File: config.mk
export PLATFORM = sky130hd
export DESIGN_NAME = ecp_port_regs
export DESIGN_NICKNAME = d
export VERILOG_FILES = /design/src/hw/ecp_pkg.sv /design/src/hw/ecp_shared_fifo.sv /design/src/hw/ecp_port_regs.sv
export SDC_FILE = /design/constraint.sdc
export NUM_CORES = 1
export LEC_CHECK = 0
export BUFFER_PORTS_ARGS = -buffer_cell sky130_fd_sc_hd__buf_2
export CAP_MARGIN = 20
export CORE_AREA = 3 3 165 167
export CTS_CLUSTER_DIAMETER = 40
export DETAILED_ROUTE_END_ITERATION = 7
export DIE_AREA = 0 0 168 170
export GPL_ROUTABILITY_DRIVEN = 0
export PLACE_DENSITY = 0.62
export SLEW_MARGIN = 10
export SYNTH_ARGS = -nofsm -noshare
export SYNTH_HDL_FRONTEND = slang
export SYNTH_SLANG_ARGS = --single-unit
File: constraint.sdc
create_clock -name clk -period 3.4 [get_ports clk]
set_input_delay 0.17 -clock clk [delete_from_list [all_inputs] [get_ports clk]]
set_output_delay 0.17 -clock clk [all_outputs]
set_load 0.01 [all_outputs]
File: src/hw/ecp_pkg.sv
package ecp_pkg;
  // Register offsets relative to the port base address.
  localparam logic [10:0] OFS_PARALLEL_DATA = 11'h000;
  localparam logic [10:0] OFS_DEVICE_STATUS = 11'h001;
  localparam logic [10:0] OFS_DEVICE_CONTROL = 11'h002;
  localparam logic [10:0] OFS_FIFO_PORT = 11'h400;
  localparam logic [10:0] OFS_IRQ_DMA_SETUP_B = 11'h401;
  localparam logic [10:0] OFS_EXTENDED_CONTROL = 11'h402;
  localparam logic [10:0] OFS_DECODE_MASK = 11'h403;
  // Mode field codes.
  localparam logic [2:0] MODE_SPP = 3'h0;
  localparam logic [2:0] MODE_BIDIR = 3'h1;
  localparam logic [2:0] MODE_COMPAT_FIFO = 3'h2;
  localparam logic [2:0] MODE_ECP = 3'h3;
  localparam logic [2:0] MODE_EPP = 3'h4;
  localparam logic [2:0] MODE_RESERVED = 3'h5;
  localparam logic [2:0] MODE_TEST = 3'h6;
  localparam logic [2:0] MODE_CONFIG = 3'h7;
  // Field positions.
  localparam int ECR_MODE_LSB = 5;
  localparam int ECR_ERR_EN_BIT = 4;
  localparam int ECR_DMA_EN_BIT = 3;
  localparam int ECR_SERVICE_BIT = 2;
  localparam int DCR_STROBE_BIT = 0;
  localparam int DCR_AUTOFEED_BIT = 1;
  localparam int DCR_INIT_BIT = 2;
  localparam int DCR_SELECT_IN_BIT = 3;
  localparam int DCR_ACK_INT_EN_BIT = 4;
  localparam int DCR_DIRECTION_BIT = 5;
  localparam int CFGB_IRQ_LEVEL_BIT = 6;
  // Reset and constant values.
  localparam logic [7:0] DATA_LATCH_RESET = 8'h00;
  localparam logic [5:0] DCR_RESET = 6'h00;
  localparam logic [5:0] ECR_CTRL_RESET = 6'h01;
  localparam logic [7:0] CAPABILITY_A_VALUE = 8'h10;
  localparam int FIFO_DEPTH = 16;
  localparam int FREE_SPACE_THRESHOLD = 8;
  localparam int VALID_BYTE_THRESHOLD = 8;
  // Handshake timing.
  localparam int CLK_PERIOD_NS = 10;
  localparam int STROBE_WIDTH_NS = 500;
  localparam int STROBE_CYCLES = (STROBE_WIDTH_NS + CLK_PERIOD_NS - 1) / CLK_PERIOD_NS;

  typedef enum {HS_IDLE, HS_SETUP, HS_STROBE, HS_RELEASE, HS_REV_WAIT} ecp_hs_state_t;

  typedef struct packed {
    logic aen;
    logic io_write_strobe_n;
    logic io_read_strobe_n;
    logic [10:0] addr;
    logic [7:0] wdata;
  } ecp_host_req_t;

  typedef struct packed {
    logic busy;
    logic acknowledge_input;
    logic paper_error_input;
    logic select_input;
    logic fault_input;
  } ecp_periph_status_t;
endpackage : ecp_pkg

File: src/hw/ecp_shared_fifo.sv
`timescale 1ns/10ps
module ecp_shared_fifo #(
  parameter int WIDTH = 9,
  parameter int DEPTH = 16
) (
  // Clock and reset.
  input wire logic clk,
  input wire logic reset,
  input wire logic flush,
  // Fill side.
  input wire logic push,
  input wire logic [WIDTH-1:0] push_data,
  // Drain side.
  input wire logic pop,
  output logic [WIDTH-1:0] head_data,
  // State.
  output logic full,
  output logic empty,
  output logic [$clog2(DEPTH):0] count
);
  localparam int AW = $clog2(DEPTH);

  generate
    if (DEPTH < 2 || (1 << AW) != DEPTH) begin : g_bad_depth
      $error("FIFO depth must be a power of two of at least two.");
    end
  endgenerate

  logic [WIDTH-1:0] mem [DEPTH];
  logic [AW-1:0] wr_ptr;
  logic [AW-1:0] rd_ptr;
  wire do_push = push && !full;
  wire do_pop = pop && !empty;

  assign head_data = mem[rd_ptr];
  assign full = count == (AW+1)'(DEPTH);
  assign empty = count == '0;

  always_ff @(posedge clk) begin
    if (do_push) begin
      mem[wr_ptr] <= push_data;
    end
  end

  // A flush or reset empties the buffer so no stale byte leaves afterwards.
  always_ff @(posedge clk) begin
    if (reset || flush) begin
      wr_ptr <= '0;
      rd_ptr <= '0;
      count <= '0;
    end else begin
      wr_ptr <= wr_ptr + AW'(do_push);
      rd_ptr <= rd_ptr + AW'(do_pop);
      count <= count + (AW+1)'(do_push) - (AW+1)'(do_pop);
    end
  end
endmodule : ecp_shared_fifo

File: src/hw/ecp_port_regs.sv
`timescale 1ns/10ps
// Notes on behaviour
// - Offset 0 is the data latch in modes 000/001, address FIFO in 011.
// - Offset 400h maps compatible, ECP data, test FIFO or capability A by mode.
// - Mode 100 is enhanced mode only when enabled; mode 101 is reserved.
// - Accesses while address enable is high are ignored; base-relative decode.
// - Data latch clears on reset, loads on write strobe rise, drives pins.
// - Offset 0 reads in plain modes return the live data pin levels.
// - Mode 011 forward writes at offset 0 queue tagged address bytes and send.
// - Status bits 0 to 2 read as zero.
// - Status bits 3 to 6 show fault, select, paper error, acknowledge levels.
// - Status bit 7 shows the inverse of the busy input.
// - Control bits 0 to 5 reset to zero; bits 6 and 7 read zero.
// - Control bits 0,1,3 drive outputs inverted, except strobe in 010/011 and autofeed in 011 come from the handshake; bit 2 drives init directly.
// - Control bit 4 enables an interrupt on acknowledge rising edge.
// - Control bit 5 sets direction, except modes 000 and 010 always output.
// - Mode 010 FIFO bytes go out by strobe/busy handshake, forward only.
// - Mode 011 data FIFO sends when direction 0, collects when direction 1.
// - Mode 110 test FIFO works both ways with no port handshake.
// - Test FIFO never stalls: full writes dropped, empty reads repeat last byte.
// - Test FIFO reads return oldest byte first regardless of direction.
// - In test mode the service flag still fires on both thresholds.
// - Mode 111 capability A at 400h reads 10h; writes ignored.
// - Mode 111 setup B bit 7 reads zero, bit 6 shows interrupt line level.
// - All FIFO windows share one sixteen byte buffer for both directions.
// - The mode field is extended control bits 7 to 5 at 402h.
module ecp_port_regs #(
  parameter int FIFO_DEPTH = ecp_pkg::FIFO_DEPTH,
  parameter int FREE_SPACE_THRESHOLD = ecp_pkg::FREE_SPACE_THRESHOLD,
  parameter int VALID_BYTE_THRESHOLD = ecp_pkg::VALID_BYTE_THRESHOLD
) (
  // Clock and reset.
  input wire logic clk,
  input wire logic reset,
  // Host I/O cycle.
  input wire ecp_pkg::ecp_host_req_t host_req,
  input wire logic [9:0] base_address,
  output logic [7:0] host_rdata,
  // Configuration straps.
  input wire logic epp_option_enable,
  input wire logic irq_line_level,
  input wire logic [5:0] irq_dma_select,
  // Peripheral lines.
  input wire ecp_pkg::ecp_periph_status_t periph,
  input wire logic [7:0] parallel_data_pins_in,
  output logic [7:0] parallel_data_pins_out,
  output logic parallel_data_pins_oe,
  output logic strobe_output_n,
  output logic autofeed_output_n,
  output logic initialize_output_n,
  output logic select_in_output_n,
  // Status towards the host.
  output logic ack_irq_pulse,
  output logic epp_mode_active
);
  localparam int CW = $clog2(FIFO_DEPTH) + 1;
  localparam int SCW = $clog2(ecp_pkg::STROBE_CYCLES + 1);

  generate
    if (FREE_SPACE_THRESHOLD < 1 || FREE_SPACE_THRESHOLD > FIFO_DEPTH ||
        VALID_BYTE_THRESHOLD < 1 || VALID_BYTE_THRESHOLD > FIFO_DEPTH) begin : g_bad_thr
      $error("Service thresholds must lie between one and the FIFO depth.");
    end
  endgenerate

  // Stored state.
  logic [7:0] parallel_data_latch;
  logic [5:0] device_control;
  logic [2:0] mode;
  logic err_int_en;
  logic dma_en;
  logic service_interrupt_flag;
  logic [7:0] last_read_byte;
  logic wr_n_q;
  logic rd_n_q;
  logic aen_q;
  logic [10:0] addr_q;
  logic [7:0] wdata_q;
  logic ack_q;
  logic [SCW-1:0] hs_count;
  ecp_pkg::ecp_hs_state_t hs_state;
  ecp_pkg::ecp_hs_state_t next_hs_state;

  // Address decode, only in ordinary I/O cycles.
  wire base_hit = addr_q[9:2] == base_address[9:2] && !aen_q;
  wire [10:0] offset = addr_q & ecp_pkg::OFS_DECODE_MASK;
  wire write_event = wr_n_q == 1'b0 && host_req.io_write_strobe_n && base_hit;
  wire read_event = rd_n_q == 1'b0 && host_req.io_read_strobe_n && base_hit;
  wire reading = !host_req.io_read_strobe_n && base_hit;
  wire sel_data = offset == ecp_pkg::OFS_PARALLEL_DATA;
  wire sel_status = offset == ecp_pkg::OFS_DEVICE_STATUS;
  wire sel_control = offset == ecp_pkg::OFS_DEVICE_CONTROL;
  wire sel_fifo = offset == ecp_pkg::OFS_FIFO_PORT;
  wire sel_cfg_b = offset == ecp_pkg::OFS_IRQ_DMA_SETUP_B;
  wire sel_ecr = offset == ecp_pkg::OFS_EXTENDED_CONTROL;

  // Mode qualifiers.
  wire mode_plain = mode == ecp_pkg::MODE_SPP || mode == ecp_pkg::MODE_BIDIR;
  wire mode_compat = mode == ecp_pkg::MODE_COMPAT_FIFO;
  wire mode_ecp = mode == ecp_pkg::MODE_ECP;
  wire mode_test = mode == ecp_pkg::MODE_TEST;
  wire mode_cfg = mode == ecp_pkg::MODE_CONFIG;
  wire mode_epp = mode == ecp_pkg::MODE_EPP && epp_option_enable;
  wire dir_forced_out = mode == ecp_pkg::MODE_SPP || mode_compat;
  wire direction_in = device_control[ecp_pkg::DCR_DIRECTION_BIT] && !dir_forced_out;

  // Shared FIFO signals.
  logic fifo_full;
  logic fifo_empty;
  logic [CW-1:0] fifo_count;
  logic [8:0] fifo_head;
  logic rev_push;
  logic hs_pop;
  wire addr_push = write_event && sel_data && mode_ecp && !direction_in;
  wire data_push = write_event && sel_fifo &&
                   ((mode_compat || mode_ecp) && !direction_in || mode_test);
  wire host_pop = read_event && sel_fifo &&
                  (mode_ecp && direction_in || mode_test);
  wire fifo_push = addr_push || data_push || rev_push;
  wire [8:0] push_word = rev_push ? {periph.busy, parallel_data_pins_in} :
                         {addr_push, wdata_q};
  wire fifo_pop = host_pop || hs_pop;
  wire fifo_flush = mode_plain;

  // One buffer serves every FIFO window and both directions.
  ecp_shared_fifo #(
    .WIDTH(9),
    .DEPTH(FIFO_DEPTH)
  ) u_fifo (
    .clk(clk),
    .reset(reset),
    .flush(fifo_flush),
    .push(fifo_push),
    .push_data(push_word),
    .pop(fifo_pop),
    .head_data(fifo_head),
    .full(fifo_full),
    .empty(fifo_empty),
    .count(fifo_count)
  );

  // Service thresholds, also live in test mode.
  wire [CW-1:0] free_space = CW'(FIFO_DEPTH) - fifo_count;
  wire thr_hit = direction_in ? fifo_count >= CW'(VALID_BYTE_THRESHOLD) :
                 free_space >= CW'(FREE_SPACE_THRESHOLD);
  wire service_set = !service_interrupt_flag && !dma_en && thr_hit &&
                     (mode_compat || mode_ecp || mode_test);

  // Register read selection.
  wire [7:0] status_read = {~periph.busy, periph.acknowledge_input, periph.paper_error_input,
                            periph.select_input, periph.fault_input, 3'h0};
  wire [7:0] fifo_byte = fifo_empty ? last_read_byte : fifo_head[7:0];
  wire fifo_readable = mode_ecp && direction_in || mode_test;
  wire [7:0] fifo_read = mode_cfg ? ecp_pkg::CAPABILITY_A_VALUE :
                         fifo_readable ? fifo_byte : 8'h00;
  wire [7:0] cfg_b_read = mode_cfg ? {1'b0, irq_line_level, irq_dma_select} : 8'h00;
  wire [7:0] ecr_read = {mode, err_int_en, dma_en, service_interrupt_flag,
                         fifo_full, fifo_empty};
  wire [7:0] data_read = mode_plain ? parallel_data_pins_in : 8'h00;
  wire [7:0] read_mux = !reading ? 8'h00 :
                        sel_data ? data_read :
                        sel_status ? status_read :
                        sel_control ? {2'h0, device_control} :
                        sel_fifo ? fifo_read :
                        sel_cfg_b ? cfg_b_read :
                        sel_ecr ? ecr_read : 8'h00;

  // Mode switching: extended modes may only return to 000 or 001.
  wire [2:0] new_mode = wdata_q[7:ecp_pkg::ECR_MODE_LSB];
  wire mode_write_ok = mode_plain || new_mode == ecp_pkg::MODE_SPP ||
                       new_mode == ecp_pkg::MODE_BIDIR;
  wire ecr_write = write_event && sel_ecr;

  // Handshake engine.
  wire fwd_ready = (mode_compat || mode_ecp) && !direction_in && !fifo_empty;
  wire rev_ready = mode_ecp && direction_in && !fifo_full;
  wire count_done = hs_count == SCW'(ecp_pkg::STROBE_CYCLES - 1);

  always_comb begin
    next_hs_state = hs_state;
    hs_pop = 1'b0;
    rev_push = 1'b0;
    unique case (hs_state)
      ecp_pkg::HS_IDLE: begin
        if (fwd_ready && !periph.busy) begin
          hs_pop = 1'b1;
          next_hs_state = ecp_pkg::HS_SETUP;
        end else if (rev_ready && !periph.acknowledge_input) begin
          rev_push = 1'b1;
          next_hs_state = ecp_pkg::HS_REV_WAIT;
        end
      end
      ecp_pkg::HS_SETUP: begin
        if (count_done) begin
          next_hs_state = ecp_pkg::HS_STROBE;
        end
      end
      ecp_pkg::HS_STROBE: begin
        if (mode_ecp ? periph.busy : count_done) begin
          next_hs_state = ecp_pkg::HS_RELEASE;
        end
      end
      ecp_pkg::HS_RELEASE: begin
        if (!periph.busy) begin
          next_hs_state = ecp_pkg::HS_IDLE;
        end
      end
      ecp_pkg::HS_REV_WAIT: begin
        if (periph.acknowledge_input) begin
          next_hs_state = ecp_pkg::HS_IDLE;
        end
      end
    endcase
    if (!(mode_compat || mode_ecp)) begin
      next_hs_state = ecp_pkg::HS_IDLE;
    end
  end

  // Pin values from control bits, the data latch, the test FIFO head or the handshake engine.
  logic [7:0] next_pins_out;
  logic next_strobe_n;
  logic next_autofeed_n;
  logic [8:0] hs_byte;
  wire hs_strobing = hs_state == ecp_pkg::HS_STROBE;
  always_comb begin
    next_pins_out = parallel_data_latch;
    next_strobe_n = ~device_control[ecp_pkg::DCR_STROBE_BIT];
    next_autofeed_n = ~device_control[ecp_pkg::DCR_AUTOFEED_BIT];
    if (mode_compat || mode_ecp) begin
      next_pins_out = hs_byte[7:0];
      next_strobe_n = !hs_strobing;
      if (mode_ecp) begin
        next_autofeed_n = direction_in ? hs_state == ecp_pkg::HS_REV_WAIT : hs_byte[8];
      end
    end else if (mode_test && !fifo_empty) begin
      next_pins_out = fifo_head[7:0];
    end
  end

  // Host-side capture of the I/O cycle.
  always_ff @(posedge clk) begin
    if (reset) begin
      wr_n_q <= 1'b1;
      rd_n_q <= 1'b1;
      aen_q <= 1'b1;
      addr_q <= '0;
      wdata_q <= 8'h00;
      ack_q <= 1'b1;
    end else begin
      wr_n_q <= host_req.io_write_strobe_n;
      rd_n_q <= host_req.io_read_strobe_n;
      aen_q <= host_req.aen;
      ack_q <= periph.acknowledge_input;
      if (!host_req.io_write_strobe_n || !host_req.io_read_strobe_n) begin
        addr_q <= host_req.addr;
        wdata_q <= host_req.wdata;
      end
    end
  end

  // Data latch and control register.
  always_ff @(posedge clk) begin
    if (reset) begin
      parallel_data_latch <= ecp_pkg::DATA_LATCH_RESET;
      device_control <= ecp_pkg::DCR_RESET;
    end else begin
      if (write_event && sel_data && mode_plain) begin
        parallel_data_latch <= wdata_q;
      end
      if (write_event && sel_control) begin
        device_control <= wdata_q[5:0];
      end
    end
  end

  // Extended control; a hardware set beats a software clear.
  always_ff @(posedge clk) begin
    if (reset) begin
      {mode, err_int_en, dma_en, service_interrupt_flag} <= ecp_pkg::ECR_CTRL_RESET;
    end else begin
      if (ecr_write && mode_write_ok) begin
        mode <= new_mode;
      end
      if (ecr_write) begin
        err_int_en <= wdata_q[ecp_pkg::ECR_ERR_EN_BIT];
        dma_en <= wdata_q[ecp_pkg::ECR_DMA_EN_BIT];
      end
      if (service_set) begin
        service_interrupt_flag <= 1'b1;
      end else if (ecr_write) begin
        service_interrupt_flag <= wdata_q[ecp_pkg::ECR_SERVICE_BIT];
      end
    end
  end

  // Handshake state and the byte it is presenting.
  always_ff @(posedge clk) begin
    if (reset) begin
      hs_state <= ecp_pkg::HS_IDLE;
      hs_count <= '0;
      hs_byte <= 9'h000;
    end else begin
      hs_state <= next_hs_state;
      hs_count <= next_hs_state != hs_state ? '0 : hs_count + SCW'(!count_done);
      if (hs_pop) begin
        hs_byte <= fifo_head;
      end
    end
  end

  // Read data, repeat byte and registered pin outputs.
  always_ff @(posedge clk) begin
    if (reset) begin
      host_rdata <= 8'h00;
      last_read_byte <= 8'h00;
      parallel_data_pins_out <= 8'h00;
      parallel_data_pins_oe <= 1'b0;
      strobe_output_n <= 1'b1;
      autofeed_output_n <= 1'b1;
      initialize_output_n <= 1'b0;
      select_in_output_n <= 1'b1;
      ack_irq_pulse <= 1'b0;
      epp_mode_active <= 1'b0;
    end else begin
      host_rdata <= read_mux;
      if (host_pop && !fifo_empty) begin
        last_read_byte <= fifo_head[7:0];
      end
      parallel_data_pins_out <= next_pins_out;
      parallel_data_pins_oe <= !direction_in;
      strobe_output_n <= next_strobe_n;
      autofeed_output_n <= next_autofeed_n;
      initialize_output_n <= device_control[ecp_pkg::DCR_INIT_BIT];
      select_in_output_n <= ~device_control[ecp_pkg::DCR_SELECT_IN_BIT];
      ack_irq_pulse <= device_control[ecp_pkg::DCR_ACK_INT_EN_BIT] &&
                       !ack_q && periph.acknowledge_input;
      epp_mode_active <= mode_epp;
    end
  end
endmodule : ecp_port_regs

# Word-level counts from Yosys, hierarchy flattened
# Memory sizes are Yosys's and may differ from the RTL's. A register that Yosys moved wholly into a read port is not among the register bits.
# Cells that the tools add are included.
# totals
register_bits,134
ram_bits,144
out_inout_bits,23
elab_cells,171
n_memories,1
# mem_list
name,depth,width,read_ports,rd_clocked_by_memory_dff,wr,line_no,text
u_fifo.mem,16,9,1,1,1,ecp_shared_fifo.sv:29,logic [WIDTH-1:0] mem [DEPTH];
# classes
add_sub_neg,6
magnitude_cmp,2
eq_ne,22
n_mux,36
n_bitwise,7
reduce_logical,69
# ops
op,count
2-to-1 mux 32 bit,7
one-hot mux 32 bit (5 select lines),1
2-to-1 mux 8 bit,12
equality test 32 x 2 -> 1 bit (second input constant),2
equality test 32 x 3 -> 1 bit (second input constant),2
logical AND 1 bit,34
equality test 32 x 1 -> 1 bit (second input constant),1
equality test 32 x 4 -> 1 bit (second input constant),1
zero test 32 bit,1
inequality test 32 bit,1
equality test 3 bit (second input constant),6
zero test 1 bit,14
logical OR 1 bit,13
2-to-1 mux 1 bit,13
zero test 11 bit,1
>= comparator 5 x 4 -> 1 bit (second input constant),2
equality test 3 x 1 -> 1 bit (second input constant),3
equality test 3 x 2 -> 1 bit (second input constant),3
2-to-1 mux 9 bit,1
adder 4 x 1 -> 4 bit,2
equality test 8 bit,1
2-to-1 mux 7 bit,1
NOT 1 bit,7
adder 6 x 1 -> 6 bit,1
9 further kinds,12

# Depth between registers and ports, before layout
# Gate-level depths: netlist of the first run.
# depth
ltp_word,14
depth_mapped,16

# Modules after synthesis
# Synthesis of the first run repeated with hierarchy kept, for this count alone.
# unflattened
hier_cells,948
area_unflattened_um2,11767.5
# modules_own_cells
mod,n_inst,cells_each,area_each_um2
ecp_shared_fifo,1,353,6401.1
ecp_port_regs,1,595,5366.4

# Worst setup path before layout of the first run
# OpenSTA, ideal clock, no wires.
# synth_timing
path_type,reg-to-reg
start,register u_fifo.count[2]
end,"memory u_fifo.mem[12][0], enable pin"
setup_ns,0.403
arrival_ns,3.270
slack_ns,-0.272
stages_incl_launch_ff,10
synth_period_minus_slack_ns,3.672
cell_sequence,dfxtp_1 inv_1 ha_1 and2_1 ha_1 nor4_1 nand3_1 a21o_1 buf_2 nor4b_1
# synth_via
elab_chain_cells,11
# synth_lines
item,line_no,text
from (decl),ecp_shared_fifo.sv:19,output logic [$clog2(DEPTH):0] count
from (signal assigned),ecp_shared_fifo.sv:54,count <= count + (AW+1)'(do_push) - (AW+1)'(do_pop);
equality test 5 bit,ecp_shared_fifo.sv:36,assign full = count == (AW+1)'(DEPTH);
zero test 1 bit,"ecp_shared_fifo.sv:32, ecp_port_regs.sv:176",
logical AND 1 bit,ecp_port_regs.sv:176,wire rev_ready = mode_ecp && direction_in && !fifo_full;
logical AND 1 bit,ecp_port_regs.sv:188,end else if (rev_ready && !periph.acknowledge_input) begin
2-to-1 mux 1 bit,ecp_port_regs.sv:188,
2-to-1 mux 1 bit,ecp_port_regs.sv:185,if (fwd_ready && !periph.busy) begin
2-to-1 mux 1 bit,ecp_port_regs.sv:183,unique case (hs_state)
logical OR 1 bit,ecp_port_regs.sv:119,wire fifo_push = addr_push || data_push || rev_push;
logical AND 1 bit *,ecp_shared_fifo.sv:32,wire do_push = push && !full;
2-to-1 mux 1 bit *,ecp_shared_fifo.sv:40,if (do_push) begin
2-to-1 mux 1 bit (not written as such) *,ecp_shared_fifo.sv:41,mem[wr_ptr] <= push_data;
to (decl),ecp_shared_fifo.sv:29,
# Every way passes the cells marked *; elsewhere a longest branch is shown, timed or not.

# Worst setup path after layout of the first run
# layout_timing
start,register u_fifo.count[2]
end,register u_fifo.count[4]
# layout_via
elab_chain_cells,11
# layout_lines
item,line_no
equality test 5 bit,ecp_shared_fifo.sv:36
zero test 1 bit,"ecp_shared_fifo.sv:32, ecp_port_regs.sv:176"
logical AND 1 bit,ecp_port_regs.sv:176
logical AND 1 bit,ecp_port_regs.sv:188
2-to-1 mux 1 bit,ecp_port_regs.sv:188
2-to-1 mux 1 bit,ecp_port_regs.sv:185
2-to-1 mux 1 bit,ecp_port_regs.sv:183
logical OR 1 bit,ecp_port_regs.sv:119
logical AND 1 bit,ecp_shared_fifo.sv:32
adder 5 x 1 -> 5 bit,ecp_shared_fifo.sv:54
subtractor 5 x 1 -> 5 bit *,ecp_shared_fifo.sv:54
# Marks and branches as above.
# A chain may end at the register's enable or synchronous reset.

==> results of run 1 <==
final cells by class:
| cell class | instances | area, um^2 | share of cell area [%] |
|---|---|---|---|
| repair buffers | 149 | 1013 | 7.166 |
| multi-input cells | 626 | 4427 | 31.30 |
| clock inverters | 20 | 186.4 | 1.318 |
| well taps | 335 | 419.2 | 2.964 |
| flip-flops and latches | 278 | 7010 | 49.57 |
| inverters | 15 | 56.30 | 0.3981 |
| clock buffers | 45 | 1031 | 7.289 |
synth_stat cells, drive strengths merged, types with 3 or more instances:
library cell / n / area share [%]
a21o: 3 / 0.19
xnor2: 14 / 1.1
a2111oi: 4 / 0.31
nor4: 17 / 1.0
a41oi: 3 / 0.23
nor2: 58 / 1.9
xor2: 7 / 0.53
nand2: 103 / 3.3
or3: 5 / 0.27
o211ai: 10 / 0.65
nand2b: 25 / 1.3
mux2: 8 / 0.78
clkbuf: 43 / 1.4
o21ai: 42 / 1.8
mux4: 21 / 4.1
and3b: 3 / 0.23
o31ai: 3 / 0.19
and2: 40 / 2.2
buf: 15 / 0.80
edfxtp: 144 / 37
inv: 15 / 0.48
or2: 7 / 0.38
a211oi: 4 / 0.30
ha: 14 / 1.5
a22oi: 12 / 0.78
nor4b: 6 / 0.51
nor2b: 11 / 0.59
a31oi: 5 / 0.27
a31o: 4 / 0.30
or4: 4 / 0.26
mux2i: 52 / 4.5
a221oi: 20 / 1.6
a311oi: 3 / 0.23
dfxtp: 134 / 23
nand3: 17 / 0.78
and3: 5 / 0.27
nor3: 20 / 0.86
a21oi: 55 / 2.4
flip-flops by register name, indices dropped and copies added, names as in the netlist, 3 cells and up:
name and flops:
mode 3, device_control 6, parallel_data_pins_out 8, u_fifo.wr_ptr 4
hs_count 6, hs_byte 9, addr_q 11, wdata_q 8
parallel_data_latch 8, hs_state 32, host_rdata 8, u_fifo.mem 144
u_fifo.rd_ptr 4, u_fifo.count 5, last_read_byte 8
worst max-delay path, stage by stage, from the launching register on:
cell and delay [ps]:
dfxtp_1 340, inv_2 60, ha_1 180, and2_1 150
ha_2 210, nor3b_4 240, o2111ai_2 150, nor4_2 380
a31oi_2 100, xnor2_1 170, ha_2 200, fa_2 370
a21oi_1 140, nor2_1 70, or3_1 300, a21oi_1 140
repair_timing:
item / CTS / global route
setup endpoints to repair: 0 / 1
gates resized for setup: 0 / 9
hold endpoints to repair: 26 / 0
hold buffers: 28 / 0
buffers inserted: 0 / 2
kinds of logic (layout without fill, tap and decap cells):
family,count (synthesis),count (layout)
xor gates and xnor gates,21,21
and+or+nand+nor,331,331
adders and majority gates,15,15
AOI/OAI and AO/OA,178,178
muxes,81,81
buffers and inverters,73,229
DFF,278,278
routing by layer:
layer  vias to the layer above  share of wire, %  global-route usage, %
li1                       3874                 -                      -
met2                       213                45                  29.31
met4                         0               2.2                  6.012
met5                         -                 0                      0
met1                      3750                48                  26.84
met3                        47               4.9                  3.206
final timing paths:
| check | start | end | cells after the start |
|---|---|---|---|
| max | u_fifo.count[2] | u_fifo.count[4] | 15 |
| min | parallel_data_pins_in[3] | host_rdata[3] | 3 |
| max reg2reg | u_fifo.count[2] | u_fifo.count[4] | 15 |
| min reg2reg | ack_q | ack_irq_pulse | 1 |
metrics by stage:
stage | hold WS (ps) | instance area [um^2] | util, % | setup TNS, ps | total power, mW
after floorplan | 261.8 | 11660 | - | -14070 | 3.732
after global placement | 354.6 | 12600 | 48.63 | 0 | 3.822
after detailed placement | 359.7 | 12600 | 48.63 | 0 | 3.824
after CTS | 4.508 | 14100 | 54.41 | 0 | 7.613
after global routing | 10.81 | 14140 | 54.58 | -37.16 | 7.777
final | 7.886 | 14140 | 54.58 | 0 | 7.531
power breakdown:
| group | switching, mW | total, mW | internal (mW) | leakage, nW |
|---|---|---|---|---|
| combinational | 0.125 | 0.215 | 0.0897 | 2.02 |
| sequential | 0.0228 | 3.57 | 3.54 | 2.44 |
| clock | 1.47 | 3.75 | 2.28 | 0.599 |
==> out/metrics.yaml, run 1 <==
routing:
  ant_nets: 0
  vias: 7884
  routed_via_density: 5.371
  first_pass_iters: 5
  drc_errors: 0
  wl_per_cell_um: 18.64
  first_iter_violations: 671
  drt_wl_total_mm: 27.37
clock_network:
  insertion_delay_ps: 530
  numCtsBuffers: 38
  clock_path_buffers: 3
  htreeDepth: 2
  cts.root.buffer_cell: "clkbuf_16"
  clkTransAtPathRegs_ps: 60
  clock-sinks: 278
  cts_tree: "done"
power_and_ir_drop:
  vdd_drop_max_mv: 0.4788
  pwr_density_cell_nw_per_um2: 532.4
  power_leakage_nw: 5.059
timing:
  worstMarginPinSlew_ps: 728.1
  relSlewSlack_pct: 50.94
  fin_crit_sh_pct: 96.36
  finClkSkew_ps: 31.84
  fmax_ghz: 0.3052
  fin_ws_ps: 123.8
  maxSlewViolCount: 0
  report.final.setup_viol: 0
  min_period_ps: 3276
  final_hold_viol_count: 0
die:
  boundaryPins: 78
  initial_core_util_pct: 44.86
  rows: 59
  core_area_um2: 25910
  die_h_um: 170
  die_w_um: 168
  dieArea_um2: 28560
worst_setup_path:
  critPathKind: "reg -> reg"
  crit_path_start_kind: "register"
  rrSetupSlack_ps: 120
  arrival_ps: 3710
  crit_fanout: 4
  crit_required_ps: 3840
  end_kind: "register"
synthesis:
  synth_compound_area_share_pct: 9.892
  ys_ff_latch: 278
  synthAdderAreaFrac_pct: 1.679
  synth_flop_cell: "edfxtp_1"
  synth_nets: 1047
  syn_inst: 977
  synthMuxAreaShare_pct: 9.322
  synth_xor_xnor_area_share_pct: 1.582
  yosys_warnings: 0
  synth_seq_area_share_pct: 60.28
  async_flop_share_pct: 0
  synth_top_family_by_area: "simple AND/OR/NAND/NOR gates"
  synth_area_um2: 11620
  synth_cell_type_count: 66
  synth_edf_count: 144
  yosys.area_share.simple_pct: 14.57
  avgSynthCellArea_um2: 11.90
grt:
  grt_max_degree: 53
  grtUsageTotal_pct: 18.74
  grt_pass1_vias: 7574
  grt_antenna_before_repair: 0
  grt_pass1_wl_mm: 42.68
  grt_overflow_total: 0
flow_run:
  cap_violations: 0
placed_design:
  dp_slack_ps: 43.07
  port_buffers: 75
  place_inst: 1373
  hpwl_mm: 18.61
finish:
  area_growth_pct: 21.68
  fillers: 2149
  diodes: 0
  final_cell_mix: "edfxtp_1 (144), dfxtp_1 (133), nand2_1 (103)"
  drive_gt1_share_pct: 22.33
  num-nets-final: 1178
  fin_cells: 1468
  layout_commonest_cell: "edfxtp_1"
min_path:
  hold_path_class: "in -> reg"
status:
  outcome: "finished clean"
(Power assumes the default switching activity.)
==> run 2: changes to the inputs <==
Settings changed: CORE_AREA 3 3 165 167 to 3 3 184 141, DIE_AREA 0 0 168 170 to 0 0 187 144, PLACE_DENSITY 0.62 to 0.66.
==> out/metrics.yaml, run 2 (synthesis results as in run 1) <==
status:
  outcome: "finished clean"  # unchanged
die:
  die_h_um: 144  # was 170 um
  core_area_um2: 24090  # was 25,910 um^2
  rows: 49  # was 59
  initial_core_util_pct: 48.24  # was 44.86%
  boundaryPins: 78  # unchanged
  die_w_um: 187  # was 168 um
  dieArea_um2: 26930  # was 28,560 um^2
timing:
  relSlewSlack_pct: 42.90  # was 50.94%
  rsz0062_at_grt: "no"
  maxSlewViolCount: 0  # unchanged
  report.final.setup_viol: 0  # unchanged
  final_hold_viol_count: 0  # unchanged
  finClkSkew_ps: 21.59  # was 31.84 ps
  fmax_ghz: 0.3131  # was 0.3052 GHz
  hold-worst-slack_ps: 15.20  # was 7.886 ps
  fin_crit_sh_pct: 93.93  # was 96.36%
  min_period_ps: 3194  # was 3276 ps
  finalSetupTns_ps: 0  # unchanged
  worstMarginPinSlew_ps: 854.8  # was 728.1 ps
flow_run:
  cap_violations: 0  # unchanged
clock_network:
  cts.root.buffer_cell: "clkbuf_16"  # unchanged
  htreeDepth: 2  # unchanged
  insertion_delay_ps: 510  # was 530 ps
  numCtsBuffers: 34  # was 38
  clock_path_buffers: 3  # unchanged
  cts_tree: "done"  # unchanged
  clock-sinks: 278  # unchanged
  clkTransAtPathRegs_ps: 60  # about the same
grt:
  grt_pass1_vias: 7943  # was 7,574
  grt_overflow_total: 0  # unchanged
  grt_antenna_before_repair: 1  # was 0
  grt_pass1_wl_mm: 44.14  # was 42.68 mm
  grtUsageTotal_pct: 20.85  # was 18.74%
  grt_max_degree: 54  # was 53
routing:
  wl_met2_mm: 12.21  # was 12.36 mm
  wl_per_cell_um: 19.00  # was 18.64 um
  routed_via_density: 5.570  # was 5.371
  drc_errors: 0  # unchanged
  vias: 8144  # was 7,884
  drt_wl_total_mm: 27.78  # was 27.37 mm
  ant_nets: 0  # unchanged
  wl_met3_mm: 1.768  # was 1.350 mm
  top_layer: "met4"  # unchanged
  wl_met1_mm: 13.34  # was 13.07 mm
  first_pass_iters: 5  # unchanged
  first_iter_violations: 699  # was 671
placed_design:
  place_area_um2: 12620  # was 12,600 um^2
  place_inst: 1373  # unchanged
  port_buffers: 75  # unchanged
  hpwl_mm: 19.01  # was 18.61 mm
worst_setup_path:
  cp_slowest_cell: "fa_2"  # was nor4_2
  arrival_ps: 3630  # was 3710 ps
  slowest_delay_ps: 380  # about the same
  critPathKind: "reg -> reg"  # unchanged
  crit_fanout: 4  # unchanged
  r2r-start: "u_fifo.count[2]"  # unchanged
  cp-startpoint: "u_fifo.count[2]"  # unchanged
  crit_required_ps: 3830  # was 3840 ps
  crit_chain: "inv_1 -> ha_1 -> and2_1 -> ha_2 -> nor3b_2 -> o2111ai_2 -> nor4_4 -> a31oi_2 -> xnor2_1 -> ha_2 -> fa_2 -> a21oi_1 -> nor2_1 -> or3_1 -> a21oi_1"  # was inv_2 -> ha_1 -> and2_1 -> ha_2 -> nor3b_4 -> o2111ai_2 -> nor4_2 -> a31oi_2 -> xnor2_1 -> ha_2 -> fa_2 -> a21oi_1 -> nor2_1 -> or3_1 -> a21oi_1
  crit_path_start_kind: "register"  # unchanged
  end_kind: "register"  # unchanged
power_and_ir_drop:
  pwr_density_cell_nw_per_um2: 527.6  # was 532.4 nW/um^2
  vdd_drop_max_mv: 0.3164  # was 0.4788 mV
  power_leakage_nw: 5.042  # was 5.059 nW
finish:
  area_growth_pct: 21.21  # was 21.68%
  fillers: 1961  # was 2,149
  drive_gt1_share_pct: 21.95  # was 22.33%
  largest_reg_flops: 144  # unchanged
  layout_commonest_cell: "edfxtp_1"  # unchanged
  regMostFlops: "u_fifo.mem"  # unchanged
  final_cell_mix: "edfxtp_1 (144), dfxtp_1 (133), nand2_1 (103)"  # unchanged
  final_cell_area_um2: 14090  # was 14,140 um^2
  reg_top3: "u_fifo.mem: 144 flops, hs_state: 32 flops, addr_q: 11 flops"  # unchanged
  num-nets-final: 1175  # was 1,178
  fin_cells: 1462  # was 1,468
min_path:
  worstHoldStart: "parallel_data_pins_in[4]"  # was parallel_data_pins_in[3]
  hold_path_class: "in -> reg"  # unchanged
[run 2: cell types whose count changed in the layout (fill, tap and decap cells not counted), sizes merged]
cell / before / now
buf: 121 / 124
clkinvlp: 3 / 0
bufinv: 1 / 3
clkinv: 8 / 6
dlygate4sd3: 28 / 26
diode: 0 / 1
inv: 23 / 22
[run 2: worst paths after layout]
| kind | to | slack (ps) | cells past startpoint |
|---|---|---|---|
| max | u_fifo.count[4] | 210 | 15 |
| min | host_rdata[4] | 20 | 3 |
| max reg2reg | u_fifo.count[4] | 210 | 15 |
| min reg2reg | ack_irq_pulse | 390 | 1 |
[run 2: cell type report]
cell class	instances	area [um^2]	share of cell area, %
clock inverter	16	196.4	1.394
sequential	278	7010	49.76
tap	331	414.1	2.940
antenna	1	2.502	0.01776
inverter	15	56.30	0.3996
clock buffer	45	963.4	6.838
multi-input combinational	626	4429	31.44
timing repair buffer	150	1016	7.211
[run 2: where the power goes]
group	switching (mW)	total (mW)	leakage (nW)	internal, mW
logic	0.126	0.215	2.03	0.0896
registers	0.0210	3.56	2.44	3.54
clock network	1.40	3.65	0.576	2.26
total	1.54	7.43	5.04	5.89
[run 2: worst max-delay path, delay by kind of cell (launching register included)]
kind / cells / cell delay [ps]
compound gates: 4 / 530
xor+xnor: 1 / 170
fa+ha+maj: 4 / 980
buf+inv: 1 / 80
flops: 1 / 330
simple gates: 5 / 1010
[run 2: per-stage QoR]
stage	setup slack, ps	utilization (%)	power (mW)
after global placement	126.2	52.40	3.817
after global routing	10.16	58.47	7.679
final	206.3	58.47	7.433
after detailed placement	13.43	52.40	3.820
after floorplan	-272.4	-	3.732
after CTS	8.067	58.35	7.493
[run 2: repair_timing]
action,4_1_cts,5_1_grt
endpoints found under the hold margin,27,0
resized for setup,2,5
pin swaps,1,2
endpoints found under the setup margin,1,1
hold buffers,26,0
setup buffers,1,0
[run 2: layer usage]
layer  vias up  global-route usage [%]
met5         -                       0
met1      3969                   30.69
met3        37                   3.877
met2       278                   32.13
li1       3860                       -
met4         0                   5.487
